[config.mk]
export PLATFORM = sky130hd
export DESIGN_NAME = srio_cmd_top
export DESIGN_NICKNAME = d
export VERILOG_FILES = /design/src/logic/srio_pkg.sv /design/src/logic/srio_cmd_top.sv /design/src/logic/srio_axil.sv /design/src/logic/srio_frame_rx.sv
export SDC_FILE = /design/constraint.sdc
export NUM_CORES = 1
export LEC_CHECK = 0
export ABC_AREA = 1
export BUFFER_PORTS_ARGS = -buffer_cell sky130_fd_sc_hd__buf_2
export CAP_MARGIN = 10
export CORE_MARGIN = 2
export CORE_UTILIZATION = 35
export DETAILED_ROUTE_END_ITERATION = 12
export SLEW_MARGIN = 25
export SYNTH_ARGS = -nofsm -noshare
export SYNTH_HDL_FRONTEND = slang
export SYNTH_SLANG_ARGS = --single-unit
[constraint.sdc]
create_clock -name aclk -period 2.9 [get_ports aclk]
set_input_delay 0.58 -clock aclk [delete_from_list [all_inputs] [get_ports aclk]]
set_output_delay 0.58 -clock aclk [all_outputs]
set_load 0.03 [all_outputs]
[src/logic/srio_pkg.sv]
// Purpose: shared constants of the servo remote I/O command block
// Assumes: 200 MHz aclk, byte 0 of a frame sits in bits [7:0]
// Notes: register offsets are byte addresses on the AXI4-Lite bus
package srio_pkg;
  // ----------------------------------------------------------------
  // frame layout
  // ----------------------------------------------------------------
  localparam int FRAME_BYTES = 8;
  localparam int BIT_BLOCK_SEL = 7;
  localparam int BIT_FAULT_CLR = 5;
  localparam int BIT_HALT_N = 4;
  localparam int BIT_DRV_EN = 1;
  localparam int BIT_LAUNCH = 0;
  localparam logic [7:0] CMD0_USED_MASK = 8'hb3;
  // ----------------------------------------------------------------
  // register map
  // ----------------------------------------------------------------
  localparam logic [7:0] OFS_STATUS = 8'h00;
  localparam logic [7:0] OFS_CONTROL = 8'h04;
  localparam logic [7:0] OFS_CMD_LO = 8'h08;
  localparam logic [7:0] OFS_CMD_HI = 8'h0c;
  localparam logic [7:0] OFS_RSP_LO = 8'h10;
  localparam logic [7:0] OFS_RSP_HI = 8'h14;
  localparam logic [7:0] OFS_MSG = 8'h18;
  localparam int CTL_UNIT_RESET = 0;
  localparam int CTL_RX_ENABLE = 1;
  localparam logic CTL_RX_ENABLE_RST = 1'b1;
  localparam int MSG_PENDING = 8;
  localparam logic [1:0] RESP_OKAY = 2'h0;
  localparam logic [1:0] RESP_SLVERR = 2'h2;
  // ----------------------------------------------------------------
  // timing
  // ----------------------------------------------------------------
  localparam int CLK_PERIOD_NS = 5;
  localparam int INIT_TIME_NS = 1000;
  localparam int INIT_CYCLES = (INIT_TIME_NS + CLK_PERIOD_NS - 1) / CLK_PERIOD_NS;

  function automatic logic [31:0] merge(input logic [31:0] old_v, input logic [31:0] new_v,
                                        input logic [3:0] strb);
    logic [31:0] r;
    r = old_v;
    for (int i = 0; i < 4; i++) begin
      if (strb[i]) begin
        r[i*8 +: 8] = new_v[i*8 +: 8];
      end
    end
    return r;
  endfunction
endpackage

[src/logic/srio_cmd_top.sv]
// Purpose: cyclic command interpreter and response builder of a servo unit
// Assumes: frames arrive as bytes on aclk, servo status pins are asynchronous
// Notes: registers over AXI4-Lite, explicit messages via a one-deep mailbox

module srio_cmd_top #(
  parameter int ADDR_W = 8,
  parameter int INIT_CYCLES = srio_pkg::INIT_CYCLES
) (
  input wire logic aclk,
  input wire logic aresetn,
  input wire logic s_axi_awvalid,
  output logic s_axi_awready,
  input wire logic [ADDR_W-1:0] s_axi_awaddr,
  input wire logic s_axi_wvalid,
  output logic s_axi_wready,
  input wire logic [31:0] s_axi_wdata,
  input wire logic [3:0] s_axi_wstrb,
  output logic s_axi_bvalid,
  input wire logic s_axi_bready,
  output logic [1:0] s_axi_bresp,
  input wire logic s_axi_arvalid,
  output logic s_axi_arready,
  input wire logic [ADDR_W-1:0] s_axi_araddr,
  output logic s_axi_rvalid,
  input wire logic s_axi_rready,
  output logic [31:0] s_axi_rdata,
  output logic [1:0] s_axi_rresp,
  input wire logic cmd_valid,
  input wire logic cmd_first,
  input wire logic cmd_last,
  input wire logic [7:0] cmd_byte,
  output logic rsp_valid,
  input wire logic rsp_ready,
  output logic rsp_first,
  output logic rsp_last,
  output logic [7:0] rsp_byte,
  input wire logic msg_valid,
  output logic msg_ready,
  input wire logic [31:0] msg_data,
  input wire logic alarm_in,
  input wire logic warning_in,
  input wire logic main_power_in,
  input wire logic motor_stopped_in,
  input wire logic deviation_over_in,
  output logic drive_enable,
  output logic axis_stop,
  output logic move_cancel,
  output logic fault_clear,
  output logic command_launch,
  output logic block_select,
  output logic [55:0] command_data
);
  // ----------------------------------------------------------------
  // bus front end and frame assembly
  // ----------------------------------------------------------------
  logic reg_wr, reg_wok, reg_rok;
  logic [ADDR_W-1:0] reg_waddr, reg_raddr;
  logic [31:0] reg_wdata, reg_rdata;
  logic [3:0] reg_wstrb;
  logic fr_valid, fr_err, frame_v;
  logic [63:0] fr_data, cmd_new;

  srio_axil #(.ADDR_W(ADDR_W)) u_axil (
    .aclk(aclk), .aresetn(aresetn),
    .awvalid(s_axi_awvalid), .awready(s_axi_awready), .awaddr(s_axi_awaddr),
    .wvalid(s_axi_wvalid), .wready(s_axi_wready), .wdata(s_axi_wdata), .wstrb(s_axi_wstrb),
    .bvalid(s_axi_bvalid), .bready(s_axi_bready), .bresp(s_axi_bresp),
    .arvalid(s_axi_arvalid), .arready(s_axi_arready), .araddr(s_axi_araddr),
    .rvalid(s_axi_rvalid), .rready(s_axi_rready), .rdata(s_axi_rdata), .rresp(s_axi_rresp),
    .reg_wr(reg_wr), .reg_waddr(reg_waddr), .reg_wdata(reg_wdata), .reg_wstrb(reg_wstrb),
    .reg_wok(reg_wok), .reg_raddr(reg_raddr), .reg_rdata(reg_rdata), .reg_rok(reg_rok)
  );

  srio_frame_rx u_rx (
    .aclk(aclk), .aresetn(aresetn),
    .in_valid(cmd_valid), .in_first(cmd_first), .in_last(cmd_last), .in_byte(cmd_byte),
    .frame_valid(fr_valid), .frame(fr_data), .len_err(fr_err)
  );

  // ----------------------------------------------------------------
  // servo status pins: three stages, change taken when 2 and 3 agree
  // ----------------------------------------------------------------
  logic [4:0] s1_r, s2_r, s3_r, filt_r, filt_nxt;
  logic alarm_s, warn_s, pwr_s, stopped_s, dev_s;

  assign {dev_s, stopped_s, pwr_s, warn_s, alarm_s} = filt_r;

  always_comb begin
    filt_nxt = (~(s2_r ^ s3_r) & s3_r) | ((s2_r ^ s3_r) & filt_r);
  end

  always_ff @(posedge aclk) begin
    if (!aresetn) begin
      s1_r <= 5'h00;
      s2_r <= 5'h00;
      s3_r <= 5'h00;
      filt_r <= 5'h00;
    end else begin
      s1_r <= {deviation_over_in, motor_stopped_in, main_power_in, warning_in, alarm_in};
      s2_r <= s1_r;
      s3_r <= s2_r;
      filt_r <= filt_nxt;
    end
  end

  // ----------------------------------------------------------------
  // registers
  // ----------------------------------------------------------------
  logic rx_en_r, rx_en_nxt, unit_rst;
  logic [55:0] rsp_dat_r, rsp_dat_nxt;
  logic [31:0] msg_r, msg_nxt;
  logic msg_pend_r, msg_pend_nxt;
  logic [7:0] err_cnt_r, err_cnt_nxt;
  logic [63:0] cur_r, cur_nxt;
  logic drv_r, drv_nxt, stop_r, stop_nxt, ready_r, ready_nxt;
  logic cancel_r, cancel_nxt, clear_r, clear_nxt, launch_r, launch_nxt;
  logic [15:0] init_r, init_nxt;
  logic [31:0] status_w, lo_w;

  assign frame_v = fr_valid & rx_en_r;
  // reserved general bits never reach the block
  assign cmd_new = {fr_data[63:8], fr_data[7:0] & srio_pkg::CMD0_USED_MASK};
  assign unit_rst = reg_wr & (reg_waddr == ADDR_W'(srio_pkg::OFS_CONTROL)) & reg_wstrb[0]
                    & reg_wdata[srio_pkg::CTL_UNIT_RESET];
  assign msg_ready = ~msg_pend_r;
  assign lo_w = srio_pkg::merge({8'h00, rsp_dat_r[23:0]}, reg_wdata, reg_wstrb);
  assign status_w = {8'h00, err_cnt_r, 6'h00, cur_r[srio_pkg::BIT_BLOCK_SEL], dev_s, stopped_s, pwr_s,
                     warn_s, alarm_s, ready_r, ~cur_r[srio_pkg::BIT_HALT_N], stop_r, drv_r};

  always_comb begin
    reg_wok = 1'b1;
    rx_en_nxt = rx_en_r;
    rsp_dat_nxt = rsp_dat_r;
    msg_nxt = msg_r;
    msg_pend_nxt = msg_pend_r;
    err_cnt_nxt = fr_err ? err_cnt_r + 8'h01 : err_cnt_r;
    if (reg_wr) begin
      unique case (reg_waddr)
        ADDR_W'(srio_pkg::OFS_STATUS), ADDR_W'(srio_pkg::OFS_CMD_LO), ADDR_W'(srio_pkg::OFS_CMD_HI): begin
        end
        ADDR_W'(srio_pkg::OFS_CONTROL): begin
          if (reg_wstrb[0]) begin
            rx_en_nxt = reg_wdata[srio_pkg::CTL_RX_ENABLE];
          end
        end
        ADDR_W'(srio_pkg::OFS_RSP_LO): rsp_dat_nxt[23:0] = lo_w[23:0];
        ADDR_W'(srio_pkg::OFS_RSP_HI): rsp_dat_nxt[55:24] = srio_pkg::merge(rsp_dat_r[55:24], reg_wdata, reg_wstrb);
        ADDR_W'(srio_pkg::OFS_MSG): begin
          if (reg_wstrb[1] & reg_wdata[srio_pkg::MSG_PENDING]) begin
            msg_pend_nxt = 1'b0;
          end
        end
        default: reg_wok = 1'b0;
      endcase
    end
    // a new message wins over a clear in the same cycle
    if (msg_valid & msg_ready) begin
      msg_nxt = msg_data;
      msg_pend_nxt = 1'b1;
    end
  end

  always_comb begin
    reg_rok = 1'b1;
    reg_rdata = 32'h0000_0000;
    unique case (reg_raddr)
      ADDR_W'(srio_pkg::OFS_STATUS): reg_rdata = status_w;
      ADDR_W'(srio_pkg::OFS_CONTROL): reg_rdata = {30'h0, rx_en_r, 1'b0};
      ADDR_W'(srio_pkg::OFS_CMD_LO): reg_rdata = cur_r[31:0];
      ADDR_W'(srio_pkg::OFS_CMD_HI): reg_rdata = cur_r[63:32];
      ADDR_W'(srio_pkg::OFS_RSP_LO): reg_rdata = {8'h00, rsp_dat_r[23:0]};
      ADDR_W'(srio_pkg::OFS_RSP_HI): reg_rdata = rsp_dat_r[55:24];
      ADDR_W'(srio_pkg::OFS_MSG): reg_rdata = msg_pend_r ? msg_r : 32'h0000_0000;
      default: reg_rok = 1'b0;
    endcase
  end

  always_ff @(posedge aclk) begin
    if (!aresetn) begin
      rx_en_r <= srio_pkg::CTL_RX_ENABLE_RST;
      rsp_dat_r <= 56'h0;
      msg_r <= 32'h0000_0000;
      msg_pend_r <= 1'b0;
      err_cnt_r <= 8'h00;
    end else begin
      rx_en_r <= rx_en_nxt;
      rsp_dat_r <= rsp_dat_nxt;
      msg_r <= msg_nxt;
      msg_pend_r <= msg_pend_nxt;
      err_cnt_r <= err_cnt_nxt;
    end
  end

  // ----------------------------------------------------------------
  // command interpretation
  // ----------------------------------------------------------------
  logic en_rise, en_fall, halt_fall, launch_rise, halt_ok, permit;

  // edges against the frame held from last time
  assign en_rise = cmd_new[srio_pkg::BIT_DRV_EN] & ~cur_r[srio_pkg::BIT_DRV_EN];
  assign en_fall = ~cmd_new[srio_pkg::BIT_DRV_EN] & cur_r[srio_pkg::BIT_DRV_EN];
  assign halt_fall = ~cmd_new[srio_pkg::BIT_HALT_N] & cur_r[srio_pkg::BIT_HALT_N];
  assign launch_rise = cmd_new[srio_pkg::BIT_LAUNCH] & ~cur_r[srio_pkg::BIT_LAUNCH];
  assign halt_ok = cmd_new[srio_pkg::BIT_HALT_N];
  assign permit = ~alarm_s & pwr_s & halt_ok & ~dev_s & ready_r & ~stop_r;

  always_comb begin
    cur_nxt = frame_v ? cmd_new : cur_r;
    drv_nxt = drv_r;
    stop_nxt = stop_r;
    cancel_nxt = 1'b0;
    clear_nxt = 1'b0;
    launch_nxt = 1'b0;
    ready_nxt = ready_r;
    init_nxt = init_r;
    if (init_r != 16'h0000) begin
      init_nxt = init_r - 16'h0001;
    end else begin
      ready_nxt = 1'b1;
    end
    if (frame_v) begin
      // fault clear acts on every frame that carries it
      clear_nxt = cmd_new[srio_pkg::BIT_FAULT_CLR];
      if (halt_fall) begin
        cancel_nxt = 1'b1;
        stop_nxt = drv_r;
      end
      if (en_fall) begin
        drv_nxt = 1'b0;
      end else if (en_rise & permit) begin
        drv_nxt = 1'b1;
      end
      launch_nxt = launch_rise & ready_r & halt_ok;
    end
    // axis first brought to rest, then the drive released
    if (stop_r & stopped_s) begin
      stop_nxt = 1'b0;
      drv_nxt = 1'b0;
    end
    if (alarm_s | ~pwr_s) begin
      drv_nxt = 1'b0;
      stop_nxt = 1'b0;
    end
    if (unit_rst) begin
      init_nxt = 16'(INIT_CYCLES);
      ready_nxt = 1'b0;
      drv_nxt = 1'b0;
      stop_nxt = 1'b0;
    end
  end

  always_ff @(posedge aclk) begin
    if (!aresetn) begin
      cur_r <= 64'h0;
      drv_r <= 1'b0;
      stop_r <= 1'b0;
      cancel_r <= 1'b0;
      clear_r <= 1'b0;
      launch_r <= 1'b0;
      ready_r <= 1'b0;
      init_r <= 16'(INIT_CYCLES);
    end else begin
      cur_r <= cur_nxt;
      drv_r <= drv_nxt;
      stop_r <= stop_nxt;
      cancel_r <= cancel_nxt;
      clear_r <= clear_nxt;
      launch_r <= launch_nxt;
      ready_r <= ready_nxt;
      init_r <= init_nxt;
    end
  end

  assign drive_enable = drv_r;
  assign axis_stop = stop_r;
  assign move_cancel = cancel_r;
  assign fault_clear = clear_r;
  assign command_launch = launch_r;
  assign block_select = cur_r[srio_pkg::BIT_BLOCK_SEL];
  assign command_data = cur_r[63:8];

  // ----------------------------------------------------------------
  // response frame per accepted command frame, frames seen mid-send folded into one
  // ----------------------------------------------------------------
  logic seen_r, seen_nxt, pend_r, pend_nxt, busy_r, busy_nxt;
  logic [2:0] idx_r, idx_nxt;
  logic [63:0] tx_r, tx_nxt;
  logic [7:0] gen_w;

  assign gen_w = {cur_r[srio_pkg::BIT_BLOCK_SEL], ready_r, pwr_s, ~cur_r[srio_pkg::BIT_HALT_N],
                  alarm_s, warn_s, drv_r, cur_r[srio_pkg::BIT_LAUNCH]};

  always_comb begin
    seen_nxt = frame_v;
    pend_nxt = pend_r;
    busy_nxt = busy_r;
    idx_nxt = idx_r;
    tx_nxt = tx_r;
    if (busy_r & rsp_ready) begin
      tx_nxt = {8'h00, tx_r[63:8]};
      idx_nxt = idx_r + 3'h1;
      busy_nxt = (idx_r != 3'(srio_pkg::FRAME_BYTES - 1));
    end
    // a frame seen mid-send queues one more answer, never more
    if (seen_r & busy_r) begin
      pend_nxt = 1'b1;
    end
    if (~busy_r & (seen_r | pend_r)) begin
      tx_nxt = {rsp_dat_r, gen_w};
      idx_nxt = 3'h0;
      busy_nxt = 1'b1;
      pend_nxt = 1'b0;
    end
  end

  always_ff @(posedge aclk) begin
    if (!aresetn) begin
      seen_r <= 1'b0;
      pend_r <= 1'b0;
      busy_r <= 1'b0;
      idx_r <= 3'h0;
      tx_r <= 64'h0;
    end else begin
      seen_r <= seen_nxt;
      pend_r <= pend_nxt;
      busy_r <= busy_nxt;
      idx_r <= idx_nxt;
      tx_r <= tx_nxt;
    end
  end

  assign rsp_valid = busy_r;
  assign rsp_byte = tx_r[7:0];
  assign rsp_first = busy_r & (idx_r == 3'h0);
  assign rsp_last = busy_r & (idx_r == 3'(srio_pkg::FRAME_BYTES - 1));
endmodule

[src/logic/srio_axil.sv]
// Purpose: AXI4-Lite slave front end for the command block registers
// Assumes: one write and one read outstanding at most
// Notes: bvalid one cycle after both halves held, rvalid one after ar
module srio_axil #(
  parameter int ADDR_W = 8
) (
  input wire logic aclk,
  input wire logic aresetn,
  input wire logic awvalid,
  output logic awready,
  input wire logic [ADDR_W-1:0] awaddr,
  input wire logic wvalid,
  output logic wready,
  input wire logic [31:0] wdata,
  input wire logic [3:0] wstrb,
  output logic bvalid,
  input wire logic bready,
  output logic [1:0] bresp,
  input wire logic arvalid,
  output logic arready,
  input wire logic [ADDR_W-1:0] araddr,
  output logic rvalid,
  input wire logic rready,
  output logic [31:0] rdata,
  output logic [1:0] rresp,
  output logic reg_wr,
  output logic [ADDR_W-1:0] reg_waddr,
  output logic [31:0] reg_wdata,
  output logic [3:0] reg_wstrb,
  input wire logic reg_wok,
  output logic [ADDR_W-1:0] reg_raddr,
  input wire logic [31:0] reg_rdata,
  input wire logic reg_rok
);
  logic aw_full_r, aw_full_nxt, w_full_r, w_full_nxt;
  logic [ADDR_W-1:0] awaddr_r, awaddr_nxt;
  logic [31:0] wdata_r, wdata_nxt, rdata_r, rdata_nxt;
  logic [3:0] wstrb_r, wstrb_nxt;
  logic bvalid_r, bvalid_nxt, rvalid_r, rvalid_nxt;
  logic [1:0] bresp_r, bresp_nxt, rresp_r, rresp_nxt;

  assign awready = ~aw_full_r & ~bvalid_r;
  assign wready = ~w_full_r & ~bvalid_r;
  assign arready = ~rvalid_r;
  assign reg_wr = aw_full_r & w_full_r & ~bvalid_r;
  assign reg_waddr = awaddr_r;
  assign reg_wdata = wdata_r;
  assign reg_wstrb = wstrb_r;
  assign reg_raddr = araddr;
  assign bvalid = bvalid_r;
  assign bresp = bresp_r;
  assign rvalid = rvalid_r;
  assign rdata = rdata_r;
  assign rresp = rresp_r;

  always_comb begin
    aw_full_nxt = aw_full_r;
    w_full_nxt = w_full_r;
    awaddr_nxt = awaddr_r;
    wdata_nxt = wdata_r;
    wstrb_nxt = wstrb_r;
    bvalid_nxt = bvalid_r;
    bresp_nxt = bresp_r;
    rvalid_nxt = rvalid_r;
    rdata_nxt = rdata_r;
    rresp_nxt = rresp_r;
    if (awvalid & awready) begin
      aw_full_nxt = 1'b1;
      awaddr_nxt = awaddr;
    end
    if (wvalid & wready) begin
      w_full_nxt = 1'b1;
      wdata_nxt = wdata;
      wstrb_nxt = wstrb;
    end
    if (reg_wr) begin
      aw_full_nxt = 1'b0;
      w_full_nxt = 1'b0;
      bvalid_nxt = 1'b1;
      bresp_nxt = reg_wok ? srio_pkg::RESP_OKAY : srio_pkg::RESP_SLVERR;
    end else if (bvalid_r & bready) begin
      bvalid_nxt = 1'b0;
    end
    if (arvalid & arready) begin
      rvalid_nxt = 1'b1;
      rdata_nxt = reg_rok ? reg_rdata : 32'h0000_0000;
      rresp_nxt = reg_rok ? srio_pkg::RESP_OKAY : srio_pkg::RESP_SLVERR;
    end else if (rvalid_r & rready) begin
      rvalid_nxt = 1'b0;
    end
  end

  always_ff @(posedge aclk) begin
    if (!aresetn) begin
      aw_full_r <= 1'b0;
      w_full_r <= 1'b0;
      awaddr_r <= '0;
      wdata_r <= 32'h0000_0000;
      wstrb_r <= 4'h0;
      bvalid_r <= 1'b0;
      bresp_r <= 2'h0;
      rvalid_r <= 1'b0;
      rdata_r <= 32'h0000_0000;
      rresp_r <= 2'h0;
    end else begin
      aw_full_r <= aw_full_nxt;
      w_full_r <= w_full_nxt;
      awaddr_r <= awaddr_nxt;
      wdata_r <= wdata_nxt;
      wstrb_r <= wstrb_nxt;
      bvalid_r <= bvalid_nxt;
      bresp_r <= bresp_nxt;
      rvalid_r <= rvalid_nxt;
      rdata_r <= rdata_nxt;
      rresp_r <= rresp_nxt;
    end
  end
endmodule

[src/logic/srio_frame_rx.sv]
// Purpose: gathers command bytes into whole eight-byte frames
// Assumes: byte source runs on aclk, marks first and last byte
// Notes: any frame not exactly eight bytes long is dropped
module srio_frame_rx (
  input wire logic aclk,
  input wire logic aresetn,
  input wire logic in_valid,
  input wire logic in_first,
  input wire logic in_last,
  input wire logic [7:0] in_byte,
  output logic frame_valid,
  output logic [63:0] frame,
  output logic len_err
);
  logic open_r, open_nxt, bad_r, bad_nxt, fv_r, fv_nxt, err_r, err_nxt;
  logic [3:0] cnt_r, cnt_nxt;
  logic [63:0] buf_r, buf_nxt;
  logic [3:0] idx;

  assign frame_valid = fv_r;
  assign frame = buf_r;
  assign len_err = err_r;

  always_comb begin
    open_nxt = open_r;
    bad_nxt = bad_r;
    cnt_nxt = cnt_r;
    buf_nxt = buf_r;
    fv_nxt = 1'b0;
    err_nxt = 1'b0;
    idx = in_first ? 4'h0 : cnt_r;
    if (in_valid & (in_first | open_r)) begin
      if (in_first) begin
        bad_nxt = 1'b0;
      end
      // stray bytes past the eighth spoil the frame
      if (idx < 4'(srio_pkg::FRAME_BYTES)) begin
        buf_nxt[idx[2:0]*8 +: 8] = in_byte;
        cnt_nxt = idx + 4'h1;
      end else begin
        bad_nxt = 1'b1;
      end
      open_nxt = ~in_last;
      if (in_last) begin
        if (~bad_nxt & (idx == 4'(srio_pkg::FRAME_BYTES - 1))) begin
          fv_nxt = 1'b1;
        end else begin
          err_nxt = 1'b1;
        end
        cnt_nxt = 4'h0;
      end
    end
  end

  always_ff @(posedge aclk) begin
    if (!aresetn) begin
      open_r <= 1'b0;
      bad_r <= 1'b0;
      cnt_r <= 4'h0;
      buf_r <= 64'h0;
      fv_r <= 1'b0;
      err_r <= 1'b0;
    end else begin
      open_r <= open_nxt;
      bad_r <= bad_nxt;
      cnt_r <= cnt_nxt;
      buf_r <= buf_nxt;
      fv_r <= fv_nxt;
      err_r <= err_nxt;
    end
  end
endmodule

# After elaboration in Yosys (flattened, before gate mapping)
# Index checks and enable logic that the tools add are counted.
# op_classes
n_addsub	5
magnitude_cmp	1
n_eq_ne	15
shift	2
mux	32
n_bitwise	61
reduce_logical	33
# op_table
operator	n
32-bit case mux with 7 select lines	1
64-bit 2-to-1 mux	2
64-bit bitwise mux	1
32-bit 2-to-1 mux	2
8-bit by 34-bit variable shift with 64-bit output (first input constant)	1
8-bit by 34-bit variable part select with 64-bit output	1
8-bit by 5-bit == test with 1-bit output (second input constant)	6
1-bit bitwise AND	35
6-bit negation with 34-bit output	1
8-bit by 4-bit == test with 1-bit output (second input constant)	4
3-bit AND reduction	10
1-bit 2-to-1 mux	21
1-bit inverter	18
8-bit by 3-bit == test with 1-bit output (second input constant)	2
8-bit zero test	2
16-bit nonzero test	1
2-bit nonzero test	8
16-bit by 1-bit subtractor with 16-bit output (second input constant)	1
7-bit OR reduction	2
4-bit 2-to-1 mux	3
5-bit bitwise AND	2
2-bit AND reduction	5
8-bit by 1-bit adder with 8-bit output (second input constant)	1
2-bit OR reduction	3
13 further kinds	16
# totals
register_bits	427
out_inout_bits	115
wordCells	193

# Logic depth before layout (Yosys ltp)
# depth
word_depth	9
mapped_depth	13
depth_no_buf	12

# Cells and area by module
# A second synthesis with hierarchy kept.
# unflattened
cells_unflattened	2807
hier_area_um2	19212.2
# by_module_without_submodules
mod	n_inst	cells_each	area_per_inst_um2
srio_cmd_top	1	1809	12456.9
srio_axil	1	568	3673.5
srio_frame_rx	1	430	3081.7

# Worst setup path after synthesis
# Ideal clock, no wire load.
# synth_timing
kind	input-to-reg
startpoint	input port cmd_first
endpoint	register u_rx.buf_r[58] (netlist: u_rx.frame[58])
setup_ns	0.117
arrival_ns	2.070
slack_ns	0.713
stages	12
n_path_buf	1
path_cell_list	nor2_4 > buf_2 > nor2_1 > ha_1 > inv_1 > nand2_4 > nor2_4 > nand2_4 > inv_2 > nand2_1 > nand2_1 > a21oi_1
# synth_via
elab_chain_len	4
# synth_lines
element	line	text
start, declared	srio_cmd_top.sv:29	input wire logic cmd_first,
4-bit 2-to-1 mux	srio_frame_rx.sv:31	idx = in_first ? 4'h0 : cnt_r;
6-bit negation with 34-bit output	srio_frame_rx.sv:38	buf_nxt[idx[2:0]*8 +: 8] = in_byte;
8-bit by 34-bit variable part select with 64-bit output / 8-bit by 34-bit variable shift with 64-bit output (equally long branches)	srio_frame_rx.sv:38	
64-bit bitwise mux	srio_frame_rx.sv:38	
end signal, assigned	srio_frame_rx.sv:67	buf_r <= buf_nxt;
end, declared	srio_frame_rx.sv:17	logic [63:0] buf_r, buf_nxt;
# Parallel ways exist; a longest one is shown, timed or not.
# A chain may end at the register's enable or synchronous reset.

# Worst setup path after layout
# layout_timing
startpoint	register u_rx.cnt_r[0]
endpoint	register u_rx.buf_r[21] (netlist: u_rx.frame[21])
# layout_via
elab_chain_len	4
# layout_lines
element	line	text
start, declared	srio_frame_rx.sv:16	logic [3:0] cnt_r, cnt_nxt;
start signal, assigned	srio_frame_rx.sv:66	cnt_r <= cnt_nxt;
4-bit 2-to-1 mux (*)	srio_frame_rx.sv:31	
6-bit negation with 34-bit output	srio_frame_rx.sv:38	
8-bit by 34-bit variable part select with 64-bit output / 8-bit by 34-bit variable shift with 64-bit output (equally long branches)	srio_frame_rx.sv:38	
64-bit bitwise mux	srio_frame_rx.sv:38	
# Mark *: on every way between the ends. The rest lies on a longest branch, timed or not.

==> flow_metrics.py <==
metrics = {
    "status": {
        "status": "complete, no violations",
    },
    "place": {
        "gp_congestion": 0.890,
        "io_buffer_count": 221,
        "place_inst": 3187,
        "hpwl_um": 42700,
        "place_area_um2": 19100,
    },
    "pwr": {
        "ir_drop_uv": 463,
        "seqPwrFrac": 0.464,
        "leakagePower_uw": 0.00843,
        "p_comb_frac": 0.060,
        "netSwitchingPower_uw": 3120,
        "p_sw_frac": 0.238,
        "powerDensity_nw_per_um2": 633,
        "clkPwrFrac": 0.477,
        "p_int_uw": 9970,
        "p_total_uw": 13100,
    },
    "synth": {
        "synth_seq_area_share": 0.475,
        "synthXorXnorAreaFrac": 0.00640,
        "netlist_area_um2": 17800,
        "synth_fa_ha_area_frac": 0.00633,
        "yosysUniqueCellTypes": 42,
        "synth_edf_count": 0,
        "netlist_instances": 2457,
        "ys_ff_latch": 422,
        "yosys_warnings": 0,
        "synth-compound-area-share": 0.167,
        "synth_area_leaders": "dfxtp_1, nand2_1, nor2_1",
        "avgSynthCellArea_um2": 7.24,
        "synth_ff_type": "dfxtp_1",
        "synthArstFlopShare": 0,
        "muxShareOfSynthArea": 0,
        "yosys.area_share.simple": 0.247,
        "netlist.area_leader.share": 0.475,
        "synth_top_cell_by_area": "dfxtp_1",
        "synth_top_family_by_area": "simple AND/OR/NAND/NOR gates",
        "yosysMostFrequentCell": "nand2_1",
        "synth_common_cells": "nand2_1, dfxtp_1, nor2_1",
    },
    "worst_setup_path": {
        "crit_arrival_ns": 2.75,
        "cpPeakStageDelay_ns": 0.39,
        "critical_path_required_ns": 3.34,
        "critical_path_class": "reg -> reg",
        "crit_chain": "inv_1, nor2_4, ha_1, inv_1, nand3_4, nor2_4, o21ai_0, o21ai_0, nor2_1",
        "crit_family": "simple AND/OR/NAND/NOR gates",
        "cp-start-kind": "flip-flop",
        "cp_num_buf_inv": 2,
        "crit_slowest_cell": "ha_1",
        "cp_max_fo": 18,
        "end_kind": "flip-flop",
    },
    "global_routing": {
        "antenna_found_initial": 0,
        "grt_max_degree": 138,
        "grt_pass1_wl_um": 89900,
        "first_global_vias": 15559,
        "track_usage": 0.218,
        "gr-total-overflow": 0,
    },
    "clocking": {
        "cts.sinks": 422,
        "cts_setup_buffers": 0,
        "clock_latency_ns": 0.58,
        "numCtsBuffers": 46,
        "cts_resized": 0,
        "cts_root_buffer": "clkbuf_16",
        "clk_pin_slew_worst_paths_ns": 0.06,
        "clock_path_buffers": 3,
        "htree_num_levels": 2,
        "hold_buffers": 0,
        "cts_tree": "done",
    },
    "final_layout": {
        "multiInputGateArea_um2": 7610,
        "nNetsFinal": 2681,
        "fin_cells": 3272,
        "final_util": 0.413,
        "area_growth_pct": 16.3,
        "drive_above_1_share": 0.141,
        "finalInstanceArea_um2": 20700,
        "num-fill-cells": 5190,
        "regArea_um2": 8450,
        "diodes": 0,
    },
    "route": {
        "ant_nets": 0,
        "drtIter0Drc": 1394,
        "met2WireLength_um": 27300,
        "wl_met1_um": 25800,
        "wl_met3_um": 4150,
        "vias": 16549,
        "drc": 0,
        "routed.top_layer": "met4",
        "avgRoutedWirePerCell_um": 18.0,
        "routed_via_density": 5.06,
        "drt_pass1_iterations": 8,
        "drt-total-wl_um": 58900,
    },
    "floorplan": {
        "chipWidth_um": 230,
        "die_height_um": 230,
        "start_util": 0.355,
        "die_area_um2": 52700,
        "core_um2": 50200,
        "io-pin-count": 224,
        "core.rowCount": 82,
    },
    "timing": {
        "slew_violations": 0,
        "fin_tns_setup_ns": 0,
        "tightestPinTransition_ns": 0.892,
        "finalSetupViolCount": 0,
        "fin_skew_ns": 0.0186,
        "slew_headroom": 0.406,
        "fin_crit_sh": 0.799,
        "rsz0062_at_grt": "no",
        "clock.fmax_ghz": 0.431,
        "fin_crit_ns": 2.32,
        "finalHoldViolations": 0,
    },
    "run": {
        "drv_cap": 0,
    },
    "hold_path": {
        "min_path_type": "in -> reg",
    },
}
cells by family (layout without fill, tap and decap cells):
| group | count (synthesis) | count (layout) |
|---|---|---|
| adders and majority gates | 9 | 9 |
| xor gates and xnor gates | 13 | 13 |
| and+or+nand+nor | 1061 | 1061 |
| buffers and inverters | 388 | 530 |
| DFF | 422 | 422 |
| other | 1 | 2 |
| AOI/OAI and AO/OA | 563 | 563 |
power by group through the flow:
stage	registers, uW	clock network (uW)	logic, uW
after floorplan	6160	0	494
after global placement	6200	0	760
after detailed placement	6200	0	776
after CTS	6070	6350	779
after global routing	6080	6590	875
final	6070	6240	782
routing by layer:
metal  track usage  up-vias
li1              -     8123
met1         0.285     7792
met2         0.356      554
met3        0.0477       80
met4        0.0706        0
met5             0        -
state kept, by name, summed over array words and instances (netlist names), 3 cells and up, named ones only:
name              flops
s1_r                  5
rsp_dat_r            56
u_axil.reg_waddr      8
idx_r                 3
s3_r                  5
tx_r                 64
u_axil.reg_wdata     32
msg_r                32
init_r               16
s2_r                  5
u_rx.frame           61
err_cnt_r             8
u_axil.reg_wstrb      4
u_rx.cnt_r            4
u_axil.rdata         32
cur_r                61
worst register-to-register path: stages, from the launching register on:
cell and delay, ns:
dfxtp_1 0.32, inv_1 0.08, nor2_4 0.34, ha_1 0.39
inv_1 0.29, nand3_4 0.14, nor2_4 0.26, o21ai_0 0.17
o21ai_0 0.13, nor2_1 0.06
final cells by class:
class | count | area share
sequential | 422 | 0.408
multi-input combinational | 1648 | 0.368
timing repair buffer | 259 | 0.0723
clock buffer | 71 | 0.0659
tap | 672 | 0.0406
inverter | 186 | 0.0339
clock inverter | 14 | 0.0118
stage by stage:
step | hold WS, ns | setup WS, ns
after floorplan | 0.390 | 0.713
after global placement | 0.406 | 0.350
after detailed placement | 0.407 | 0.263
after CTS | 0.159 | 0.629
after global routing | 0.173 | 0.387
final | 0.186 | 0.582
layout by cell type, fill, tap and decap left out, types with 5 or more instances in the layout:
cell type / instances
dfxtp_1: 422
nor2_2: 5
xnor2_1: 5
o21ai_0: 288
xor2_1: 8
a31oi_1: 50
buf_4: 30
inv_1: 174
bufinv_16: 6
a21oi_1: 178
o22ai_1: 8
buf_2: 220
clkbuf_8: 12
clkbuf_16: 46
nand2_1: 456
buf_12: 8
a221oi_1: 8
nor2_1: 418
nand4_1: 11
nand3_1: 116
nor3_1: 20
nor2_4: 9
ha_1: 9
o21ai_1: 18
nand3b_1: 15
clkbuf_1: 13
inv_2: 7
path summary, 6_finish.rpt:
check | start | end | slack, ns | depth (start not counted)
hold / removal | motor_stopped_in | s1_r[3]$_SDFF_PN0_ | 0.19 | 3
setup / recovery | u_rx.cnt_r[0]$_SDFFE_PN0P_ | u_rx.frame[21]$_SDFFE_PN0P_ | 0.58 | 9
hold reg to reg | s1_r[3]$_SDFF_PN0_ | s2_r[3]$_SDFF_PN0_ | 0.42 | 2
setup reg to reg | u_rx.cnt_r[0]$_SDFFE_PN0P_ | u_rx.frame[21]$_SDFFE_PN0P_ | 0.58 | 9
Note: power is estimated with default switching activity, not from simulation.
